File: src/design/tw8_pkg.sv
// Purpose: Shared constants and types for the 8-bit timer waveform output block
// Assumes: Wishbone byte addresses, registers in byte lane 0 of a 32-bit word
// Notes: Register offsets, field positions and mode codes used by the logic are named here
package tw8_pkg;

   // ************************************************************
   // Register map
   // ************************************************************
   localparam logic [7:0] TW8_OFS_CTRL = 8'h00;
   localparam logic [7:0] TW8_OFS_COUNT = 8'h04;
   localparam logic [7:0] TW8_OFS_COMPARE = 8'h08;
   localparam logic [7:0] TW8_OFS_FLAGS = 8'h0c;

   // ************************************************************
   // Field positions
   // ************************************************************
   localparam int TW8_CTRL_FORCE_BIT = 7;
   localparam int TW8_CTRL_WGM_HI_BIT = 6;
   localparam int TW8_CTRL_COM_HI_BIT = 5;
   localparam int TW8_CTRL_COM_LO_BIT = 4;
   localparam int TW8_CTRL_WGM_LO_BIT = 3;
   localparam int TW8_FLAG_OVF_BIT = 0;
   localparam int TW8_FLAG_CMP_BIT = 1;
   localparam int TW8_FLAG_STATE_BIT = 2;

   // ************************************************************
   // Values
   // ************************************************************
   localparam logic [7:0] TW8_BOTTOM = 8'h00;
   localparam logic [7:0] TW8_MAX = 8'hff;
   localparam logic [7:0] TW8_COUNT_RST = 8'h00;
   localparam logic [7:0] TW8_COMPARE_RST = 8'h00;
   localparam logic TW8_STATE_RST = 1'h0;
   localparam logic [31:0] TW8_READ_ZERO = 32'h0000_0000;

   // Waveform generation modes
   localparam logic [1:0] TW8_WGM_NORMAL = 2'h0;
   localparam logic [1:0] TW8_WGM_PHASE = 2'h1;
   localparam logic [1:0] TW8_WGM_CTC = 2'h2;
   localparam logic [1:0] TW8_WGM_FAST = 2'h3;

   // Compare output modes
   localparam logic [1:0] TW8_COM_OFF = 2'h0;
   localparam logic [1:0] TW8_COM_TOGGLE = 2'h1;
   localparam logic [1:0] TW8_COM_CLEAR = 2'h2;
   localparam logic [1:0] TW8_COM_SET = 2'h3;

   // ************************************************************
   // Carriers
   // ************************************************************
   typedef struct packed {
      logic [1:0] wave_gen_mode;
      logic [1:0] cmp_out_mode;
   } tw8_ctrl_t;

   typedef struct packed {
      logic match;
      logic bottom;
      logic force_cmp;
   } tw8_evt_t;

endpackage : tw8_pkg

File: src/design/tw8_wave_out.sv
// Purpose: Output-compare state register and port pin override
// Assumes: Events arrive as one-cycle pulses on clk
// Notes: Pin outputs are registered and follow the state without extra lag
`timescale 1ns/10ps
`default_nettype none
module tw8_wave_out (
   // Clock and reset
   input wire logic clk,
   input wire logic sys_rst,
   // Control and events
   input wire tw8_pkg::tw8_ctrl_t ctrl,
   input wire tw8_pkg::tw8_evt_t evt,
   // General port
   input wire logic port_out_value,
   input wire logic pin_direction_bit,
   // Results
   output logic cmp_out_state,
   output logic pin_out,
   output logic pin_oe
);

   logic next_cmp_out_state;
   logic is_fast;

   // ************************************************************
   // Next state
   // ************************************************************
   // Bottom action wins over a match in the same tick, giving a steady level at compare = MAX
   always_comb begin
      is_fast = (ctrl.wave_gen_mode == tw8_pkg::TW8_WGM_FAST);
      next_cmp_out_state = cmp_out_state;
      if (evt.match || evt.force_cmp) begin
         case (ctrl.cmp_out_mode)
            tw8_pkg::TW8_COM_OFF: next_cmp_out_state = cmp_out_state; // see [RULE_04]
            tw8_pkg::TW8_COM_TOGGLE: next_cmp_out_state = ~cmp_out_state; // see [RULE_12]
            tw8_pkg::TW8_COM_CLEAR: next_cmp_out_state = 1'b0; // see [RULE_16]
            tw8_pkg::TW8_COM_SET: next_cmp_out_state = 1'b1; // see [RULE_16]
            default: next_cmp_out_state = cmp_out_state;
         endcase
      end
      if (evt.bottom && is_fast) begin
         case (ctrl.cmp_out_mode)
            tw8_pkg::TW8_COM_CLEAR: next_cmp_out_state = 1'b1; // see [RULE_16]
            tw8_pkg::TW8_COM_SET: next_cmp_out_state = 1'b0; // see [RULE_16]
            default: next_cmp_out_state = next_cmp_out_state; // see [RULE_18]
         endcase
      end
   end

   // State register, cleared by system reset
   always_ff @(posedge clk) begin
      if (sys_rst) begin
         cmp_out_state <= tw8_pkg::TW8_STATE_RST; // see [RULE_01]
      end else begin
         cmp_out_state <= next_cmp_out_state;
      end
   end

   // ************************************************************
   // Pin override
   // ************************************************************
   // Override ignores the waveform mode; direction stays with the port bit
   always_ff @(posedge clk) begin
      if (sys_rst) begin
         pin_out <= 1'b0;
         pin_oe <= 1'b0;
      end else begin
         pin_out <= (ctrl.cmp_out_mode != tw8_pkg::TW8_COM_OFF) ? next_cmp_out_state : port_out_value; // see [RULE_02]
         pin_oe <= pin_direction_bit; // see [RULE_03]
      end
   end

endmodule : tw8_wave_out
`default_nettype wire

File: src/design/tw8_timer.sv
// Purpose: 8-bit timer counter with compare, flags and waveform output, Wishbone slave
// Assumes: timer_tick is a one-cycle enable from same-clock prescaler logic
// Notes: Phase-correct mode counts as normal mode here; its dual slope is not built
//        Counter writes hide a match on the next tick
//        Force is ignored in PWM modes
//        Flag sets win over same-cycle clears
//
// Operation
// [RULE_01] Reset clears output-compare state to zero
// [RULE_02] Nonzero output mode overrides port output value
// [RULE_03] Direction bit keeps pin direction during override
// [RULE_04] Output mode zero leaves state unchanged
// [RULE_05] New output mode acts at next match
// [RULE_06] Only waveform mode selects the count sequence
// [RULE_07] Mode 0 counts up, wraps, never clears
// [RULE_08] Normal mode overflow flag set at zero
// [RULE_09] Counter writable anytime in normal mode
// [RULE_10] Mode 2 clears counter on compare match
// [RULE_11] Clear-on-compare compare register not buffered
// [RULE_12] Output mode 1 toggles state each match
// [RULE_13] Clear-on-compare overflow set at MAX wrap
// [RULE_14] Clear-on-compare raises compare flag at top
// [RULE_15] Mode 3 counts bottom to MAX, wraps
// [RULE_16] Fast PWM mode 2 non-inverting, 3 inverting
// [RULE_17] Fast PWM overflow flag set reaching MAX
// [RULE_18] Compare extremes give spike or steady level
// [RULE_19] Fast PWM compare writes go to buffer
// [RULE_20] Buffer loads active compare only at top
// [RULE_21] Mode field is control bits 6 and 3
// [RULE_22] Match sets compare flag next timer tick
// [RULE_23] Counter write blocks matches next tick
// [RULE_24] I/O clock registers, tick is enable
//
// The placing of the registers and the Wishbone slave port were left to the implementer.
`timescale 1ns/10ps
`default_nettype none
module tw8_timer #(
   parameter int ADDR_W = 8
) (
   // Clock and reset
   input wire logic clk,
   input wire logic sys_rst,
   // Timer clock enable
   input wire logic timer_tick,
   // Wishbone slave
   input wire logic wb_cyc_i,
   input wire logic wb_stb_i,
   input wire logic wb_we_i,
   input wire logic [ADDR_W-1:0] wb_adr_i,
   input wire logic [3:0] wb_sel_i,
   input wire logic [31:0] wb_dat_i,
   output logic [31:0] wb_dat_o,
   output logic wb_ack_o,
   // Interrupt service clears
   input wire logic ovf_service_clr,
   input wire logic cmp_service_clr,
   // Flags
   output logic overflow_flag,
   output logic compare_flag,
   // General port pin
   input wire logic port_out_value,
   input wire logic pin_direction_bit,
   output logic cmp_out_state,
   output logic pin_out,
   output logic pin_oe
);

   // ************************************************************
   // Elaboration checks
   // ************************************************************
   // The map needs byte offsets up to the flags register
   if (ADDR_W < 4) begin : g_bad_addr
      $error("ADDR_W must be at least 4");
   end

   // Control and flag fields must sit in byte lane 0, the only lane decoded
   if (tw8_pkg::TW8_CTRL_FORCE_BIT >= $bits(tw8_pkg::TW8_MAX)) begin : g_bad_field
      $error("control fields must sit in byte lane 0");
   end

   // ************************************************************
   // Helpers
   // ************************************************************
   // Modes with double-buffered compare and no force strobe
   function automatic logic is_pwm(input logic [1:0] mode);
      is_pwm = (mode == tw8_pkg::TW8_WGM_FAST) || (mode == tw8_pkg::TW8_WGM_PHASE);
   endfunction : is_pwm

   // Register select on the low byte address
   function automatic logic hit(input logic [ADDR_W-1:0] adr, input logic [7:0] ofs);
      hit = (adr == ADDR_W'(ofs));
   endfunction : hit

   // ************************************************************
   // Declarations
   // ************************************************************
   // State and carriers
   tw8_pkg::tw8_ctrl_t ctrl;
   tw8_pkg::tw8_evt_t evt;
   logic [7:0] count_value;
   logic [7:0] compare_value;
   logic [7:0] compare_buf;
   logic match_block;
   logic force_pending;

   // Bus decode
   logic bus_req;
   logic wr_en;
   logic wr_ctrl;
   logic wr_count;
   logic wr_compare;
   logic wr_flags;
   logic [1:0] wdat_mode;

   // Compare and limits
   logic raw_match;
   logic match_evt;
   logic at_max;
   logic next_at_max;

   // Next values
   logic [7:0] next_count_value;
   logic next_overflow;
   logic [31:0] next_rdata;

   // ************************************************************
   // Bus decode
   // ************************************************************
   // Writes land on the edge where ack is seen high, so one request gives one write
   assign bus_req = wb_cyc_i && wb_stb_i;
   assign wr_en = bus_req && wb_we_i && wb_ack_o && wb_sel_i[0];
   assign wr_ctrl = wr_en && hit(wb_adr_i, tw8_pkg::TW8_OFS_CTRL);
   assign wr_count = wr_en && hit(wb_adr_i, tw8_pkg::TW8_OFS_COUNT);
   assign wr_compare = wr_en && hit(wb_adr_i, tw8_pkg::TW8_OFS_COMPARE);
   assign wr_flags = wr_en && hit(wb_adr_i, tw8_pkg::TW8_OFS_FLAGS);
   assign wdat_mode = {wb_dat_i[tw8_pkg::TW8_CTRL_WGM_HI_BIT], wb_dat_i[tw8_pkg::TW8_CTRL_WGM_LO_BIT]}; // see [RULE_21]

   // Ack one cycle after the request, dropped the cycle after
   always_ff @(posedge clk) begin
      if (sys_rst) begin
         wb_ack_o <= 1'b0;
      end else begin
         wb_ack_o <= bus_req && !wb_ack_o;
      end
   end

   // Read mux; unmapped offsets read as zero and still ack
   always_comb begin
      next_rdata = tw8_pkg::TW8_READ_ZERO;
      if (hit(wb_adr_i, tw8_pkg::TW8_OFS_CTRL)) begin
         next_rdata[tw8_pkg::TW8_CTRL_WGM_HI_BIT] = ctrl.wave_gen_mode[1];
         next_rdata[tw8_pkg::TW8_CTRL_WGM_LO_BIT] = ctrl.wave_gen_mode[0];
         next_rdata[tw8_pkg::TW8_CTRL_COM_HI_BIT] = ctrl.cmp_out_mode[1];
         next_rdata[tw8_pkg::TW8_CTRL_COM_LO_BIT] = ctrl.cmp_out_mode[0];
      end else if (hit(wb_adr_i, tw8_pkg::TW8_OFS_COUNT)) begin
         next_rdata[7:0] = count_value;
      end else if (hit(wb_adr_i, tw8_pkg::TW8_OFS_COMPARE)) begin
         next_rdata[7:0] = compare_buf;
      end else if (hit(wb_adr_i, tw8_pkg::TW8_OFS_FLAGS)) begin
         next_rdata[tw8_pkg::TW8_FLAG_OVF_BIT] = overflow_flag;
         next_rdata[tw8_pkg::TW8_FLAG_CMP_BIT] = compare_flag;
         next_rdata[tw8_pkg::TW8_FLAG_STATE_BIT] = cmp_out_state;
      end
   end

   // Read data captured with the ack, zero otherwise
   always_ff @(posedge clk) begin
      if (sys_rst) begin
         wb_dat_o <= tw8_pkg::TW8_READ_ZERO;
      end else if (bus_req && !wb_ack_o && !wb_we_i) begin
         wb_dat_o <= next_rdata;
      end else begin
         wb_dat_o <= tw8_pkg::TW8_READ_ZERO;
      end
   end

   // ************************************************************
   // Control register
   // ************************************************************
   // Output mode changes take effect at the next match, not retroactively
   always_ff @(posedge clk) begin
      if (sys_rst) begin
         ctrl.wave_gen_mode <= tw8_pkg::TW8_WGM_NORMAL;
         ctrl.cmp_out_mode <= tw8_pkg::TW8_COM_OFF;
      end else if (wr_ctrl) begin
         ctrl.wave_gen_mode <= wdat_mode; // see [RULE_21]
         ctrl.cmp_out_mode <= wb_dat_i[tw8_pkg::TW8_CTRL_COM_HI_BIT:tw8_pkg::TW8_CTRL_COM_LO_BIT]; // see [RULE_05]
      end
   end

   // Force strobe is held one cycle so it uses the freshly written output mode
   always_ff @(posedge clk) begin
      if (sys_rst) begin
         force_pending <= 1'b0;
      end else begin
         force_pending <= wr_ctrl && wb_dat_i[tw8_pkg::TW8_CTRL_FORCE_BIT] && !is_pwm(wdat_mode); // see [RULE_05]
      end
   end

   // ************************************************************
   // Compare registers
   // ************************************************************
   // Buffer always takes software writes; reads return it
   always_ff @(posedge clk) begin
      if (sys_rst) begin
         compare_buf <= tw8_pkg::TW8_COMPARE_RST;
      end else if (wr_compare) begin
         compare_buf <= wb_dat_i[7:0]; // see [RULE_19]
      end
   end

   // Active compare: direct in non-PWM modes, loaded at top in PWM modes
   // A late low value in clear-on-compare is simply missed until the wrap
   always_ff @(posedge clk) begin
      if (sys_rst) begin
         compare_value <= tw8_pkg::TW8_COMPARE_RST;
      end else if (wr_compare && !is_pwm(ctrl.wave_gen_mode)) begin
         compare_value <= wb_dat_i[7:0]; // see [RULE_11]
      end else if (timer_tick && at_max && is_pwm(ctrl.wave_gen_mode)) begin
         compare_value <= compare_buf; // see [RULE_20]
      end
   end

   // ************************************************************
   // Compare match
   // ************************************************************
   assign at_max = (count_value == tw8_pkg::TW8_MAX);
   assign raw_match = (count_value == compare_value);
   assign match_evt = timer_tick && raw_match && !match_block; // see [RULE_23]

   // Block set by any count write, released by the next tick even if stopped
   always_ff @(posedge clk) begin
      if (sys_rst) begin
         match_block <= 1'b0;
      end else if (wr_count) begin
         match_block <= 1'b1; // see [RULE_23]
      end else if (timer_tick) begin
         match_block <= 1'b0;
      end
   end

   // ************************************************************
   // Counter
   // ************************************************************
   // Only the waveform mode picks the sequence; output mode never enters here
   always_comb begin
      next_count_value = count_value + 8'h01;
      case (ctrl.wave_gen_mode) // see [RULE_06]
         tw8_pkg::TW8_WGM_NORMAL: next_count_value = count_value + 8'h01; // see [RULE_07]
         tw8_pkg::TW8_WGM_PHASE: next_count_value = count_value + 8'h01;
         tw8_pkg::TW8_WGM_CTC: begin
            if (match_evt) begin
               next_count_value = tw8_pkg::TW8_BOTTOM; // see [RULE_10]
            end else begin
               next_count_value = count_value + 8'h01; // see [RULE_11]
            end
         end
         tw8_pkg::TW8_WGM_FAST: begin
            if (at_max) begin
               next_count_value = tw8_pkg::TW8_BOTTOM; // see [RULE_15]
            end else begin
               next_count_value = count_value + 8'h01;
            end
         end
         default: next_count_value = count_value + 8'h01;
      endcase
   end

   // Software write beats any count or clear on the same edge
   always_ff @(posedge clk) begin
      if (sys_rst) begin
         count_value <= tw8_pkg::TW8_COUNT_RST;
      end else if (wr_count) begin
         count_value <= wb_dat_i[7:0]; // see [RULE_09]
      end else if (timer_tick) begin
         count_value <= next_count_value; // see [RULE_24]
      end
   end

   // ************************************************************
   // Flags
   // ************************************************************
   // Overflow point depends on mode; fast PWM flags on reaching MAX
   assign next_at_max = (next_count_value == tw8_pkg::TW8_MAX);
   always_comb begin
      case (ctrl.wave_gen_mode)
         tw8_pkg::TW8_WGM_FAST: next_overflow = timer_tick && !wr_count && next_at_max && !at_max; // see [RULE_17]
         tw8_pkg::TW8_WGM_CTC: next_overflow = timer_tick && !wr_count && at_max; // see [RULE_13]
         default: next_overflow = timer_tick && !wr_count && at_max; // see [RULE_08]
      endcase
   end

   // Write-one-to-clear decode, shared by both flags
   function automatic logic w1c(input int pos);
      w1c = wr_flags && wb_dat_i[pos];
   endfunction : w1c

   // Set beats clear; service and write-one clears are both honoured
   always_ff @(posedge clk) begin
      if (sys_rst) begin
         overflow_flag <= 1'b0;
      end else if (next_overflow) begin
         overflow_flag <= 1'b1; // see [RULE_08]
      end else if (ovf_service_clr || w1c(tw8_pkg::TW8_FLAG_OVF_BIT)) begin
         overflow_flag <= 1'b0;
      end
   end

   // Match seen on the current count is flagged at the tick; force never sets it
   always_ff @(posedge clk) begin
      if (sys_rst) begin
         compare_flag <= 1'b0;
      end else if (match_evt) begin
         compare_flag <= 1'b1; // see [RULE_22] see [RULE_14]
      end else if (cmp_service_clr || w1c(tw8_pkg::TW8_FLAG_CMP_BIT)) begin
         compare_flag <= 1'b0;
      end
   end

   // ************************************************************
   // Waveform output
   // ************************************************************
   // Bottom event is the MAX-to-bottom tick in fast PWM
   always_comb begin
      evt = '0;
      evt.match = match_evt;
      evt.bottom = timer_tick && !wr_count && at_max; // see [RULE_16] see [RULE_18]
      evt.force_cmp = force_pending;
   end

   tw8_wave_out u_wave_out (
      .clk(clk),
      .sys_rst(sys_rst),
      .ctrl(ctrl),
      .evt(evt),
      .port_out_value(port_out_value),
      .pin_direction_bit(pin_direction_bit), // see [RULE_03]
      .cmp_out_state(cmp_out_state),
      .pin_out(pin_out),
      .pin_oe(pin_oe)
   );

endmodule : tw8_timer
`default_nettype wire

File: config.mk
export PLATFORM = sky130hd
export DESIGN_NAME = tw8_timer
export DESIGN_NICKNAME = d
export VERILOG_FILES = /design/src/design/tw8_pkg.sv /design/src/design/tw8_wave_out.sv /design/src/design/tw8_timer.sv
export SDC_FILE = /design/constraint.sdc
export NUM_CORES = 1
export LEC_CHECK = 0
export ABC_AREA = 1
export ABC_CLOCK_PERIOD_IN_PS = 2300
export BUFFER_PORTS_ARGS = -buffer_cell sky130_fd_sc_hd__buf_2
export CAP_MARGIN = 20
export CORE_ASPECT_RATIO = 0.7
export CORE_MARGIN = 8
export CORE_UTILIZATION = 49
export DETAILED_ROUTE_END_ITERATION = 10
export GPL_ROUTABILITY_DRIVEN = 0
export GPL_TIMING_DRIVEN = 0
export HOLD_SLACK_MARGIN = 0.1
export MAX_ROUTING_LAYER = met4
export PLACE_DENSITY = 0.87
export SLEW_MARGIN = 15
export SYNTH_ARGS = -nofsm -noshare
export SYNTH_HDL_FRONTEND = slang
export SYNTH_HIERARCHICAL = 1
export SYNTH_SLANG_ARGS = --single-unit
export TNS_END_PERCENT = 1
File: constraint.sdc
create_clock -name clk -period 2.3 [get_ports clk]
set_input_delay 0.345 -clock clk [delete_from_list [all_inputs] [get_ports clk]]
set_output_delay 0.345 -clock clk [all_outputs]
set_load 0.02 [all_outputs]
# ---- Yosys cells after proc, flatten, opt, wreduce, memory -nomap -nowiden
# Index checks and enable logic that the tools add are counted.
dict set report classes {
  reduce_logical 47
  bitwise 2
  n_eq_ne 14
  muxes 24
  add_sub_neg 1
}
# op count
set ops {}
lappend ops {{8-bit 2-to-1 mux} 7}
lappend ops {{1-bit logical AND} 24}
lappend ops {{8-bit case mux with 3 select lines} 1}
lappend ops {{8-bit by 4-bit == test with 1-bit output (second input constant)} 2}
lappend ops {{8-bit == test (second input constant)} 2}
lappend ops {{2-bit == test (second input constant)} 5}
lappend ops {{1-bit 2-to-1 mux} 10}
lappend ops {{2-bit nonzero test} 5}
lappend ops {{8-bit by 1-bit adder with 8-bit output (second input constant)} 1}
lappend ops {{8-bit by 3-bit == test with 1-bit output (second input constant)} 1}
lappend ops {{8-bit == test} 1}
lappend ops {{8-bit zero test} 1}
lappend ops {{1-bit zero test} 7}
lappend ops {{2-bit by 1-bit == test with 1-bit output (second input constant)} 3}
lappend ops {{3-bit 2-to-1 mux} 2}
lappend ops {{1-bit logical OR} 5}
lappend ops {{5-bit 2-to-1 mux} 1}
lappend ops {{2-bit zero test} 2}
lappend ops {{4-bit 2-to-1 mux} 1}
lappend ops {{1-bit case mux with 4 select lines} 1}
lappend ops {{2-bit OR reduction} 2}
lappend ops {{3-bit OR reduction} 1}
lappend ops {{1-bit NOT} 2}
lappend ops {{1-bit case mux with 2 select lines} 1}
dict set report word_totals {
  output_inout_bits 38
  reg_bits 68
  in_bits 54
}

# ---- Logic depth before layout (Yosys ltp)
# Gate-level depths: netlist of run 1.
dict set report logic_depth {
  depth_word 11
  ltp_mapped 17
  ltp_nobuf 17
}

# ---- By module
# Netlist of run 1, hierarchy kept.
# mod cells_per_inst n_inst area_per_inst_um2 seq_area_each_um2
set modules_own_cells {}
lappend modules_own_cells {tw8_timer 338 1 2338.5 820.8}
lappend modules_own_cells {tw8_wave_out 25 1 156.4 60.1}

# ---- Worst setup path before layout of run 1
# OpenSTA, ideal clock, no wires.
dict set report synth_path {
  kind {register to register}
  start {register wb_ack_o}
  end {register u_wave_out.pin_out}
  path_buffers 0
  path_stages_with_launch 13
  slack_ns 0.616
  period_less_slack_ns 1.684
  t_arrival_ns 1.575
  setup_time_ns 0.109
  path_cell_list {dfxtp_1 > nand3_1 > nor2_1 > inv_2 > nor2_1 > nor2_2 > inv_2 > nor2_1 > nand4_1 > or2_1 > nand3_1 > nand2_1 > inv_1}
}
# item line_no
set synth_lines {}
lappend synth_lines {{from (decl)} tw8_timer.sv:53} ;# output logic wb_ack_o,
lappend synth_lines {{from (signal assigned)} tw8_timer.sv:143} ;# wb_ack_o <= bus_req && !wb_ack_o;
lappend synth_lines {{to (signal assigned)} tw8_wave_out.sv:68} ;# pin_out <= (ctrl.cmp_out_mode != tw8_pkg::TW8_COM_OFF) ? next_cmp_out_state : port_out_value;
lappend synth_lines {{to (decl)} tw8_wave_out.sv:18} ;# output logic pin_out,

# ---- Worst setup path after layout of run 1
dict set report layout_path {
  start {register count_value[0]}
  end {register compare_value[4]}
}
dict set report layout_via {
  elab_chain_cells 4
}
# item line_no
set layout_rtl {}
lappend layout_rtl {{from (decl)} tw8_timer.sv:100} ;# logic [7:0] count_value;
lappend layout_rtl {{from (signal assigned)} tw8_timer.sv:272} ;# count_value <= tw8_pkg::TW8_COUNT_RST;
lappend layout_rtl {{from (signal assigned)} tw8_timer.sv:274} ;# count_value <= wb_dat_i[7:0];
lappend layout_rtl {{from (signal assigned)} tw8_timer.sv:276} ;# count_value <= next_count_value;
lappend layout_rtl {{8-bit == test} tw8_timer.sv:227} ;# assign at_max = (count_value == tw8_pkg::TW8_MAX);
lappend layout_rtl {{1-bit logical AND (2 in series)} tw8_timer.sv:219} ;# end else if (timer_tick && at_max && is_pwm(ctrl.wave_gen_mode)) begin
lappend layout_rtl {{2-bit nonzero test (no line)} n/a}
lappend layout_rtl {{to (signal assigned)} tw8_timer.sv:216} ;# compare_value <= tw8_pkg::TW8_COMPARE_RST;
lappend layout_rtl {{to (signal assigned)} tw8_timer.sv:218} ;# compare_value <= wb_dat_i[7:0];
lappend layout_rtl {{to (signal assigned)} tw8_timer.sv:220} ;# compare_value <= compare_buf;
lappend layout_rtl {{to (decl)} tw8_timer.sv:101} ;# logic [7:0] compare_value;
# Every way passes these cells.
# A chain may end at the register's enable or synchronous reset.

==> results of run 1 <==
-- per-layer routing --
metal  up-vias  global-route usage, %  share of wire (%)
met5         -                      -                  0
met3        15                   7.85                 13
li1       1266                      -                  -
met1      1139                   22.4                 41
met2       160                   28.6                 44
met4         0                   6.40                1.9
-- through the flow --
| step | area, sq um | std cells |
|---|---|---|
| after detailed placement | 2870 | 495 |
| after global routing | 2950 | 502 |
| final | 2950 | 502 |
| after floorplan | 2580 | 386 |
| after CTS | 2950 | 502 |
| after global placement | 2870 | 495 |
-- critical path, stage by stage, from the launching register on --
cell and delay [ps]:
dfxtp_1 460, ha_1 230, nand2_1 70, nor2_2 190, nand2_1 190, nor3_4 250, inv_1 90, nand2_2 160
inv_2 80, nand2_1 70, a31oi_1 70
-- path summary, 6_finish.rpt --
kind	cells after the start	start	slack (ps)	endpoint
max	10	count_value[0]$_SDFFE_PP0P_	290	compare_value[4]$_SDFFE_PP0P_
max reg2reg	10	count_value[0]$_SDFFE_PP0P_	290	compare_value[4]$_SDFFE_PP0P_
min reg2reg	2	compare_buf[7]$_SDFFE_PP0P_	470	wb_dat_o[7]$_SDFF_PP0_
min	2	sys_rst	240	u_wave_out/pin_oe$_SDFF_PP0_
-- sequential cells by signal, summed over array words and instances (netlist names) --
signal and cells:
u_wave_out/pin_oe 1, wb_ack_o 1, count_value 8, u_wave_out/cmp_out_state 1
match_block 1, force_pending 1, compare_flag 1, wb_dat_o 8
ctrl 4, compare_buf 8, u_wave_out/pin_out 1, overflow_flag 1
compare_value 8
-- power by group through the flow --
stage                     combinational (W)  clock, W  sequential (W)
after global routing               0.000196  0.000502        0.000775
after floorplan                    0.000119         0        0.000796
after detailed placement           0.000177         0        0.000792
after global placement             0.000174         0        0.000792
final                              0.000182  0.000463        0.000774
after CTS                          0.000177  0.000469        0.000774
-- area by class of cell --
| cell class | count | area share (%) |
|---|---|---|
| Multi-Input combinational cell | 262 | 44.1 |
| Sequential cell | 44 | 29.9 |
| Buffer | 32 | 7.52 |
| Timing Repair Buffer | 40 | 6.80 |
| Inverter | 48 | 6.16 |
| Tap cell | 69 | 2.93 |
| Clock buffer | 6 | 2.46 |
| Clock inverter | 1 | 0.170 |
-- cells in the mapped netlist, drive strengths merged --
master | instances | area, sq um
nor3 | 5 | 36.3
buf | 28 | 206
nand3 | 22 | 128
o211ai | 6 | 45.0
ha | 1 | 12.5
xor2 | 5 | 43.8
or2 | 4 | 25.0
a31oi | 13 | 81.3
nor2 | 45 | 206
dfxtp | 44 | 881
a311o | 1 | 10.0
clkbuf | 4 | 15.0
conb | 1 | 3.75
inv | 45 | 169
nand4 | 6 | 37.5
a21boi | 1 | 7.51
nor4 | 1 | 6.26
a221oi | 2 | 17.5
o21ai | 19 | 95.1
a21oi | 21 | 105
clkinv | 3 | 12.5
nand2 | 84 | 333
xnor2 | 2 | 17.5
-- kinds of logic after synthesis --
| kind of cell | count (synthesis) | share of synthesized area (%) |
|---|---|---|
| AND/OR/NAND/NOR | 167 | 30.9 |
| buffers and inverters | 80 | 16.1 |
| AO/OA/AOI/OAI | 63 | 14.5 |
| flip-flops | 44 | 35.3 |
| XOR/XNOR | 7 | 2.46 |
| adder cells (fa/ha/maj) | 1 | 0.501 |
| other | 1 | 0.150 |
-- cell usage in the layout (no fill, tap or decap), types with 13 or more instances in the layout --
| cell type | Yosys | layout |
|---|---|---|
| a21oi_1 | 21 | 21 |
| a31oi_1 | 13 | 13 |
| buf_2 | 3 | 43 |
| buf_4 | 24 | 24 |
| conb_1 | 1 | 24 |
| dfxtp_1 | 44 | 44 |
| inv_1 | 31 | 31 |
| inv_2 | 14 | 14 |
| nand2_1 | 79 | 79 |
| nand3_1 | 20 | 20 |
| nor2_1 | 41 | 41 |
==> impl_metrics.json, run 1 <==
{
  "power.switching_w": 0.000377,
  "cp.required_ps": 2470,
  "tritoncts": "built",
  "grt_antenna_before_repair": 0,
  "critPathMaxFanout": 7,
  "combPwrFrac_pct": 12.8,
  "grt_usage_pct": 18.9,
  "io_pins": 92,
  "dieArea_sq_mm": 0.00767,
  "drv_cap": 0,
  "dr_total_vias": 2580,
  "fin_crit_ps": 2010,
  "worstSkewPairLatency_ps": 300,
  "drtIter0Drc": 316,
  "setup_violations": 0,
  "drtAntennaViolNets": 0,
  "startpoint_type": "flip-flop",
  "post-route-period-util_pct": 87.2,
  "grt_max_degree": 13,
  "synth_cells": 363,
  "nets": 488,
  "drive_above_1_share_pct": 23.3,
  "rsz0062_at_grt": "no",
  "cts.clk_slew.worst_paths_ps": 80,
  "grt_pass1_vias": 2320,
  "layout_setup_ws_ps": 295,
  "clk_path_buf_depth": 2,
  "wirelength_mm": 6.92,
  "seq_area_sq_um": 881,
  "drt-pass1-iter-count": 5,
  "yosysSeqAreaShare_pct": 35.3,
  "fmax_mhz": 499,
  "multiInputGateArea_sq_mm": 0.00130,
  "wire_per_inst_microns": 13.8,
  "hpwl_mm": 5.52,
  "worstPathArrival_ps": 2170,
  "power.total_w": 0.00142,
  "drc": 0,
  "internal-power_w": 0.00104,
  "avgViaCountPerCell": 5.14,
  "htreeDepth": 2,
  "fin_skew_ps": 2.98,
  "seqPwrFrac_pct": 54.5,
  "numCtsBuffers": 5,
  "syn_area_per_cell_sq_um": 6.87,
  "grt-ovfl-total": 0,
  "fillerInstances": 480,
  "maxSlewViolCount": 0,
  "synthesis.area_sq_mm": 0.00249,
  "fp.dieH_microns": 75.7,
  "swShare_pct": 26.6,
  "ir_drop_uv": 330,
  "post_cts_buffers": 0,
  "hold_viol": 0,
  "leakagePower_nw": 1.34,
  "utilization_pct": 60.9,
  "start_util_pct": 51.6,
  "clock-sinks": 44,
  "tightestPinTransition_ps": 515,
  "ctsHoldBuffers": 0,
  "cts_root_buf": "clkbuf_8",
  "pre_cts_ws_ps": 287,
  "ys_ff_latch": 44,
  "worst_hold_slack_ps": 239,
  "tns_ps": 0,
  "io_buffer_count": 40,
  "endpoint_kind": "flip-flop",
  "slew_headroom_pct": 65.6,
  "p_clk_share_pct": 32.6,
  "rows": 21,
  "cts_resized": 0,
  "critPathKind": "reg -> reg",
  "insertedDiodeCount": 0,
  "yosys_warnings": 6,
  "p_per_area_mw_per_mm2": 482,
  "synth_cell_types": 36,
  "status": "completed",
  "area_growth_pct": 18.1,
  "die_w_microns": 101,
  "hold_class": "in -> reg",
  "coreArea_sq_mm": 0.00483,
  "grt_pass1_wl_mm": 10.9
}
No activity file was read; power rests on OpenSTA's default activity.
==> inputs of run 2 (changes only) <==
--- a/config.mk
+++ b/config.mk
@@ -18,6 +18,7 @@
 export HOLD_SLACK_MARGIN = 0.1
 export MAX_ROUTING_LAYER = met4
 export PLACE_DENSITY = 0.87
+export SETUP_SLACK_MARGIN = 0.5
 export SLEW_MARGIN = 15
 export SYNTH_ARGS = -nofsm -noshare
 export SYNTH_HDL_FRONTEND = slang
==> run 2 against run 1 <==
Compared with the run above:
- first-iteration DRC count fell by 28%
- sequential power hardly changed
- global-route usage is 0.061 points higher
- non-clock buffer count rose by 10
- sequential share of layout area decreased by 1.1 points
==> impl_metrics.json, run 2 (synthesis results as in run 1) <==
{
  "hold_viol": 0,
  "drv_cap": 0,
  "wire_per_inst_microns": 14.4,
  "coreArea_sq_mm": 0.00483,
  "maxSlewViolCount": 0,
  "grt_pass1_wl_mm": 10.9,
  "fmax_mhz": 582,
  "nets": 498,
  "pre_cts_ws_ps": 287,
  "cts_root_buf": "clkbuf_8",
  "fillerInstances": 444,
  "post_dp_cell_area_sq_mm": 0.00287,
  "critPathMaxFanout": 6,
  "ff2ff_setup_slack_ps": 580,
  "insertedDiodeCount": 0,
  "p_per_area_mw_per_mm2": 458,
  "grt_usage_pct": 19.0,
  "hold_class": "in -> reg",
  "cts.clk_slew.worst_paths_ps": 80,
  "layout_setup_ws_ps": 583,
  "min-delay-start": "sys_rst",
  "drtIter0Drc": 229,
  "post-route-period-util_pct": 74.6,
  "tightestPinTransition_ps": 565,
  "htreeDepth": 2,
  "setup_violations": 0,
  "ir_drop_uv": 326,
  "tritoncts": "built",
  "timing.rr.end": "count_value[5]$_SDFFE_PP0P_",
  "grt_pass1_vias": 2330,
  "tns_ps": 0,
  "dp.cells": 495,
  "fp.dieH_microns": 75.7,
  "final_cell_mix": "nand2_1, buf_2, dfxtp_1, nor2_1, buf_4",
  "stdcell_area_sq_mm": 0.00312,
  "layout_commonest_cell": "nand2_1",
  "dieArea_sq_mm": 0.00767,
  "io_pins": 92,
  "worstSkewPairLatency_ps": 300,
  "critPathKind": "reg -> reg",
  "drtAntennaViolNets": 0,
  "start_util_pct": 51.6,
  "drive_above_1_share_pct": 29.3,
  "holdPathStages": 2,
  "leakagePower_nw": 1.42,
  "worstHoldEndpoint": "u_wave_out/pin_oe$_SDFF_PP0_",
  "rows": 21,
  "startpoint_type": "flip-flop",
  "grt-ovfl-total": 0,
  "endpoint_kind": "flip-flop",
  "status": "completed",
  "avgViaCountPerCell": 5.20,
  "wirelength_mm": 7.38,
  "grt_max_degree": 13,
  "drc": 0,
  "rr_startpoint": "count_value[1]$_SDFFE_PP0P_",
  "fin_skew_ps": 2.60,
  "cp.required_ps": 2510,
  "rsz0062_at_grt": "no",
  "io_buffer_count": 40,
  "clk_path_buf_depth": 2,
  "fin_crit_ps": 1720,
  "clock-sinks": 44,
  "area_growth_pct": 25.2,
  "hpwl_mm": 5.52,
  "slew_headroom_pct": 62.2,
  "grt_antenna_before_repair": 0,
  "drt-pass1-iter-count": 5,
  "r2r_cells": 10,
  "numCtsBuffers": 5,
  "dr_total_vias": 2660,
  "worstPathArrival_ps": 1930,
  "die_w_microns": 101,
  "fin_cells": 512
}
## run 2: area by class of cell
class                           count  area (sq um)  area share (%)
Buffer                             32           224            7.17
Clock buffer                        6          72.6            2.32
Clock inverter                      1          5.00           0.160
Inverter                           48           181            5.81
Multi-Input combinational cell    262          1380            44.1
Sequential cell                    44           901            28.8
Tap cell                           69          86.3            2.76
Timing Repair Buffer               50           275            8.81
## run 2: worst max-delay path by stage
stage	startpoint	to	slack [ps]	depth (start not counted)
final	count_value[1]$_SDFFE_PP0P_	count_value[5]$_SDFFE_PP0P_	580	10
after global routing	count_value[6]$_SDFFE_PP0P_	u_wave_out/pin_out$_SDFF_PP0_	470	15
after CTS	count_value[0]$_SDFFE_PP0P_	u_wave_out/pin_out$_SDFF_PP0_	510	10
after detailed placement	wb_adr_i[1]	u_wave_out/pin_out$_SDFF_PP0_	290	13
after global placement	wb_adr_i[1]	u_wave_out/pin_out$_SDFF_PP0_	310	13
after floorplan	wb_ack_o$_SDFF_PP0_	u_wave_out/pin_out$_SDFF_PP0_	620	12
## run 2: worst max-delay path, stage by stage (launching register included)
cell and delay [ps]:
dfxtp_4 390, inv_1 60, or2_0 210, nand3_1 100, nor2_2 60, buf_4 130
nand3_2 110, nand2_2 90, nor2_1 200, nand2_1 110, a31oi_1 160
## run 2: per-layer routing
layer / up-vias / global-route usage [%] / share of wire (%)
met2: 162 / 28.8 / 45
met3: 21 / 7.66 / 12
met1: 1187 / 22.6 / 40
li1: 1290 / - / -
met4: 0 / 6.40 / 2.8
met5: - / - / 0
## run 2: timing repair
item / 4_1_cts / 5_1_grt
hold buffers: 0 / 0
resized for setup: 4 / 29
setup endpoints to repair: 11 / 19
hold endpoints to repair: 0 / 0
pin swaps: 1 / 9
setup buffers: 1 / 9
## run 2: metrics by stage
stage | hold WS, ps | total power, W | util (%)
finish | 239 | 0.00143 | 64.6
global route | 234 | 0.00148 | 64.6
CTS | 233 | 0.00142 | 61.2
detailed placement | 461 | 0.000968 | 59.3
global placement | 450 | 0.000965 | 59.3
floorplan | 414 | 0.000915 | -
## run 2: power by group
group,switching [W],leakage (nW),total [W],internal (W)
Combinational,0.000121,1.02,0.000195,0.0000741
Sequential,0.00000727,0.360,0.000771,0.000764
Clock,0.000258,0.0410,0.000465,0.000207
==> inputs of run 3 (changes only) <==
--- a/config.mk
+++ b/config.mk
@@ -6,18 +6,18 @@
 export NUM_CORES = 1
 export LEC_CHECK = 0
 export ABC_AREA = 1
-export ABC_CLOCK_PERIOD_IN_PS = 2300
+export ABC_CLOCK_PERIOD_IN_PS = 1400
 export BUFFER_PORTS_ARGS = -buffer_cell sky130_fd_sc_hd__buf_2
 export CAP_MARGIN = 20
 export CORE_ASPECT_RATIO = 0.7
 export CORE_MARGIN = 8
-export CORE_UTILIZATION = 49
+export CORE_UTILIZATION = 45
 export DETAILED_ROUTE_END_ITERATION = 10
 export GPL_ROUTABILITY_DRIVEN = 0
 export GPL_TIMING_DRIVEN = 0
 export HOLD_SLACK_MARGIN = 0.1
 export MAX_ROUTING_LAYER = met4
-export PLACE_DENSITY = 0.87
+export PLACE_DENSITY = 0.85
 export SETUP_SLACK_MARGIN = 0.5
 export SLEW_MARGIN = 15
 export SYNTH_ARGS = -nofsm -noshare
==> constraint.sdc (replaced) <==
create_clock -name clk -period 1.4 [get_ports clk]
set_input_delay 0.21 -clock clk [delete_from_list [all_inputs] [get_ports clk]]
set_output_delay 0.21 -clock clk [all_outputs]
set_load 0.02 [all_outputs]
==> run 3 against run 2 <==
Compared with the run above:
- core utilization is 1.0 points lower
- first-iteration DRC count decreased by 3.9%
- sequential share of layout area fell by 1.7 points
- routed wire length up 2.7%
- clock power up 77%
- die area up 7.2%
- worst hold slack worse by 130 ps
- critical path type unchanged
- final cell count up 2.0%
- worst setup slack lost 850 ps
- the flow now finishes with violations (negative setup slack)
- critical path depth grew 7
==> impl_metrics.json, run 3 (synthesis results as in run 1) <==
{
  "status": "finished, violations left",
  "violations": "negative setup slack",
  "ir_drop_uv": 611,
  "worstPathArrival_ps": 1870,
  "io_buffer_count": 40,
  "wirelength_mm": 7.58,
  "clk_path_buf_depth": 2,
  "drtIter0Drc": 220,
  "layout_setup_ws_ps": -263,
  "htreeDepth": 2,
  "multiInputGateArea_sq_mm": 0.00144,
  "drtAntennaViolNets": 0,
  "post-route-period-util_pct": 119,
  "cts.clk_slew.worst_paths_ps": 80,
  "startpoint_type": "flip-flop",
  "critPathMaxFanout": 6,
  "fin_skew_ps": 3.57,
  "drc": 0,
  "met3_usage_pct": 4.32,
  "insertedDiodeCount": 0,
  "maxSlewViolCount": 0,
  "stdcell_area_sq_mm": 0.00336,
  "start_util_pct": 47.2,
  "leakagePower_nw": 1.47,
  "grt-ovfl-total": 0,
  "layout_commonest_cell": "nand2_1",
  "cp.required_ps": 1610,
  "grt_usage_pct": 18.0,
  "clock-sinks": 44,
  "grt_antenna_before_repair": 0,
  "combPwrFrac_pct": 14.2,
  "fp.dieH_microns": 78.3,
  "hold_viol": 0,
  "grt_pass1_vias": 2475,
  "cts_root_buf": "clkbuf_8",
  "tritoncts": "built",
  "io_pins": 92,
  "setup_violations": 24,
  "nets": 504,
  "fmax_mhz": 601,
  "power.switching_w": 0.000642,
  "final_cell_mix": "nand2_1, buf_4, nor2_1, dfxtp_1, buf_2",
  "seq_area_sq_um": 912,
  "fillerInstances": 465,
  "avgViaCountPerCell": 5.13,
  "die_w_microns": 105,
  "endpoint_kind": "flip-flop",
  "hold_class": "in -> reg",
  "drt-pass1-iter-count": 5,
  "internal-power_w": 0.00180,
  "dieArea_sq_mm": 0.00822,
  "p_clk_share_pct": 33.8,
  "swShare_pct": 26.3,
  "rsz0062_at_grt": "yes",
  "pre_cts_ws_ps": -454,
  "gr-usage-met1_pct": 22.5,
  "post_dp_cell_area_sq_mm": 0.00289,
  "utilization_pct": 63.6,
  "wire_per_inst_microns": 14.5,
  "drv_cap": 0,
  "seqPwrFrac_pct": 52.0,
  "drive_above_1_share_pct": 36.9,
  "p_per_area_mw_per_mm2": 725,
  "gr-max-usage-layer": "met2",
  "tightestPinTransition_ps": 517,
  "grt_max_degree": 13,
  "worst_hold_slack_ps": 111,
  "worstSkewPairLatency_ps": 300,
  "critPathKind": "reg -> reg",
  "area_growth_pct": 34.8,
  "dr_total_vias": 2679,
  "numCtsBuffers": 5,
  "slew_headroom_pct": 65.6,
  "rows": 22,
  "fin_crit_ps": 1660,
  "coreArea_sq_mm": 0.00529,
  "grt_pass1_wl_mm": 11.8,
  "hpwl_mm": 5.60,
  "use_met2_pct": 27.4
}
run 3: cell types whose count changed in the layout (fill, tap and decap cells not counted), sizes merged:
| cell | previous run | this run |
|---|---|---|
| clkinv | 4 | 1 |
| clkbuf | 10 | 12 |
| buf | 78 | 83 |
| inv | 45 | 46 |
| dlygate4sd3 | 0 | 1 |
| clkinvlp | 0 | 1 |
run 3: layer usage:
metal,wire (microns),up-vias
li1,-,1303
met1,3220,1214
met2,3520,145
met3,675,17
met4,167,0
met5,0,-
run 3: worst max-delay path: stages (launching register included):
cell and delay, ps:
dfxtp_4 410, inv_4 50, nand2_2 60, nand2_2 40, nor2_1 90, nand2_1 70
nor2_2 160, nand2_2 110, inv_2 70, inv_2 30, nand2_2 50, nand2_1 60
nand2_1 70, nand2_1 80, nand2_2 80, nand3_2 50, nand2_1 50, inv_1 30
run 3: power by group through the flow:
stage	combinational [W]	sequential (W)	clock, W
4_1_cts	0.000322	0.00127	0.000837
6_report	0.000346	0.00127	0.000825
5_1_grt	0.000369	0.00127	0.000883
2_1_floorplan	0.000196	0.00131	0
3_5_place_dp	0.000292	0.00130	0
3_3_place_gp	0.000287	0.00130	0
run 3: path summary, 6_finish.rpt:
path	start	endpoint	slack (ps)	cells past startpoint
worst max-delay path	count_value[5]$_SDFFE_PP0P_	u_wave_out/pin_out$_SDFF_PP0_	-260	17
worst max register to register	count_value[5]$_SDFFE_PP0P_	u_wave_out/pin_out$_SDFF_PP0_	-260	17
worst min-delay path	pin_direction_bit	u_wave_out/pin_oe$_SDFF_PP0_	110	3
worst min register to register	compare_buf[7]$_SDFFE_PP0P_	wb_dat_o[7]$_SDFF_PP0_	470	2
run 3: cell type report:
| type | instances | share of cell area (%) |
|---|---|---|
| well taps | 72 | 2.68 |
| plain buffers | 32 | 7.07 |
| clock buffers | 8 | 2.68 |
| inverters | 48 | 5.66 |
| repair buffers | 56 | 11.9 |
| multi-input cells | 262 | 42.8 |
| flip-flops and latches | 44 | 27.1 |
run 3: metrics by stage:
| step | setup TNS (ps) | instances | power [W] |
|---|---|---|---|
| after floorplan | -1100 | 386 | 0.00150 |
| after global placement | -9530 | 498 | 0.00159 |
| after detailed placement | -11220 | 498 | 0.00159 |
| after CTS | -3150 | 514 | 0.00242 |
| after global routing | -5220 | 522 | 0.00252 |
| final | -2890 | 522 | 0.00244 |
run 3: what timing repair did:
action | in CTS | in global routing
endpoints found under the setup margin | 56 | 56
pin swaps | 13 | 16
endpoints found under the hold margin | 2 | 0
setup buffers | 7 | 8
hold buffers | 1 | 0
resized for setup | 62 | 27
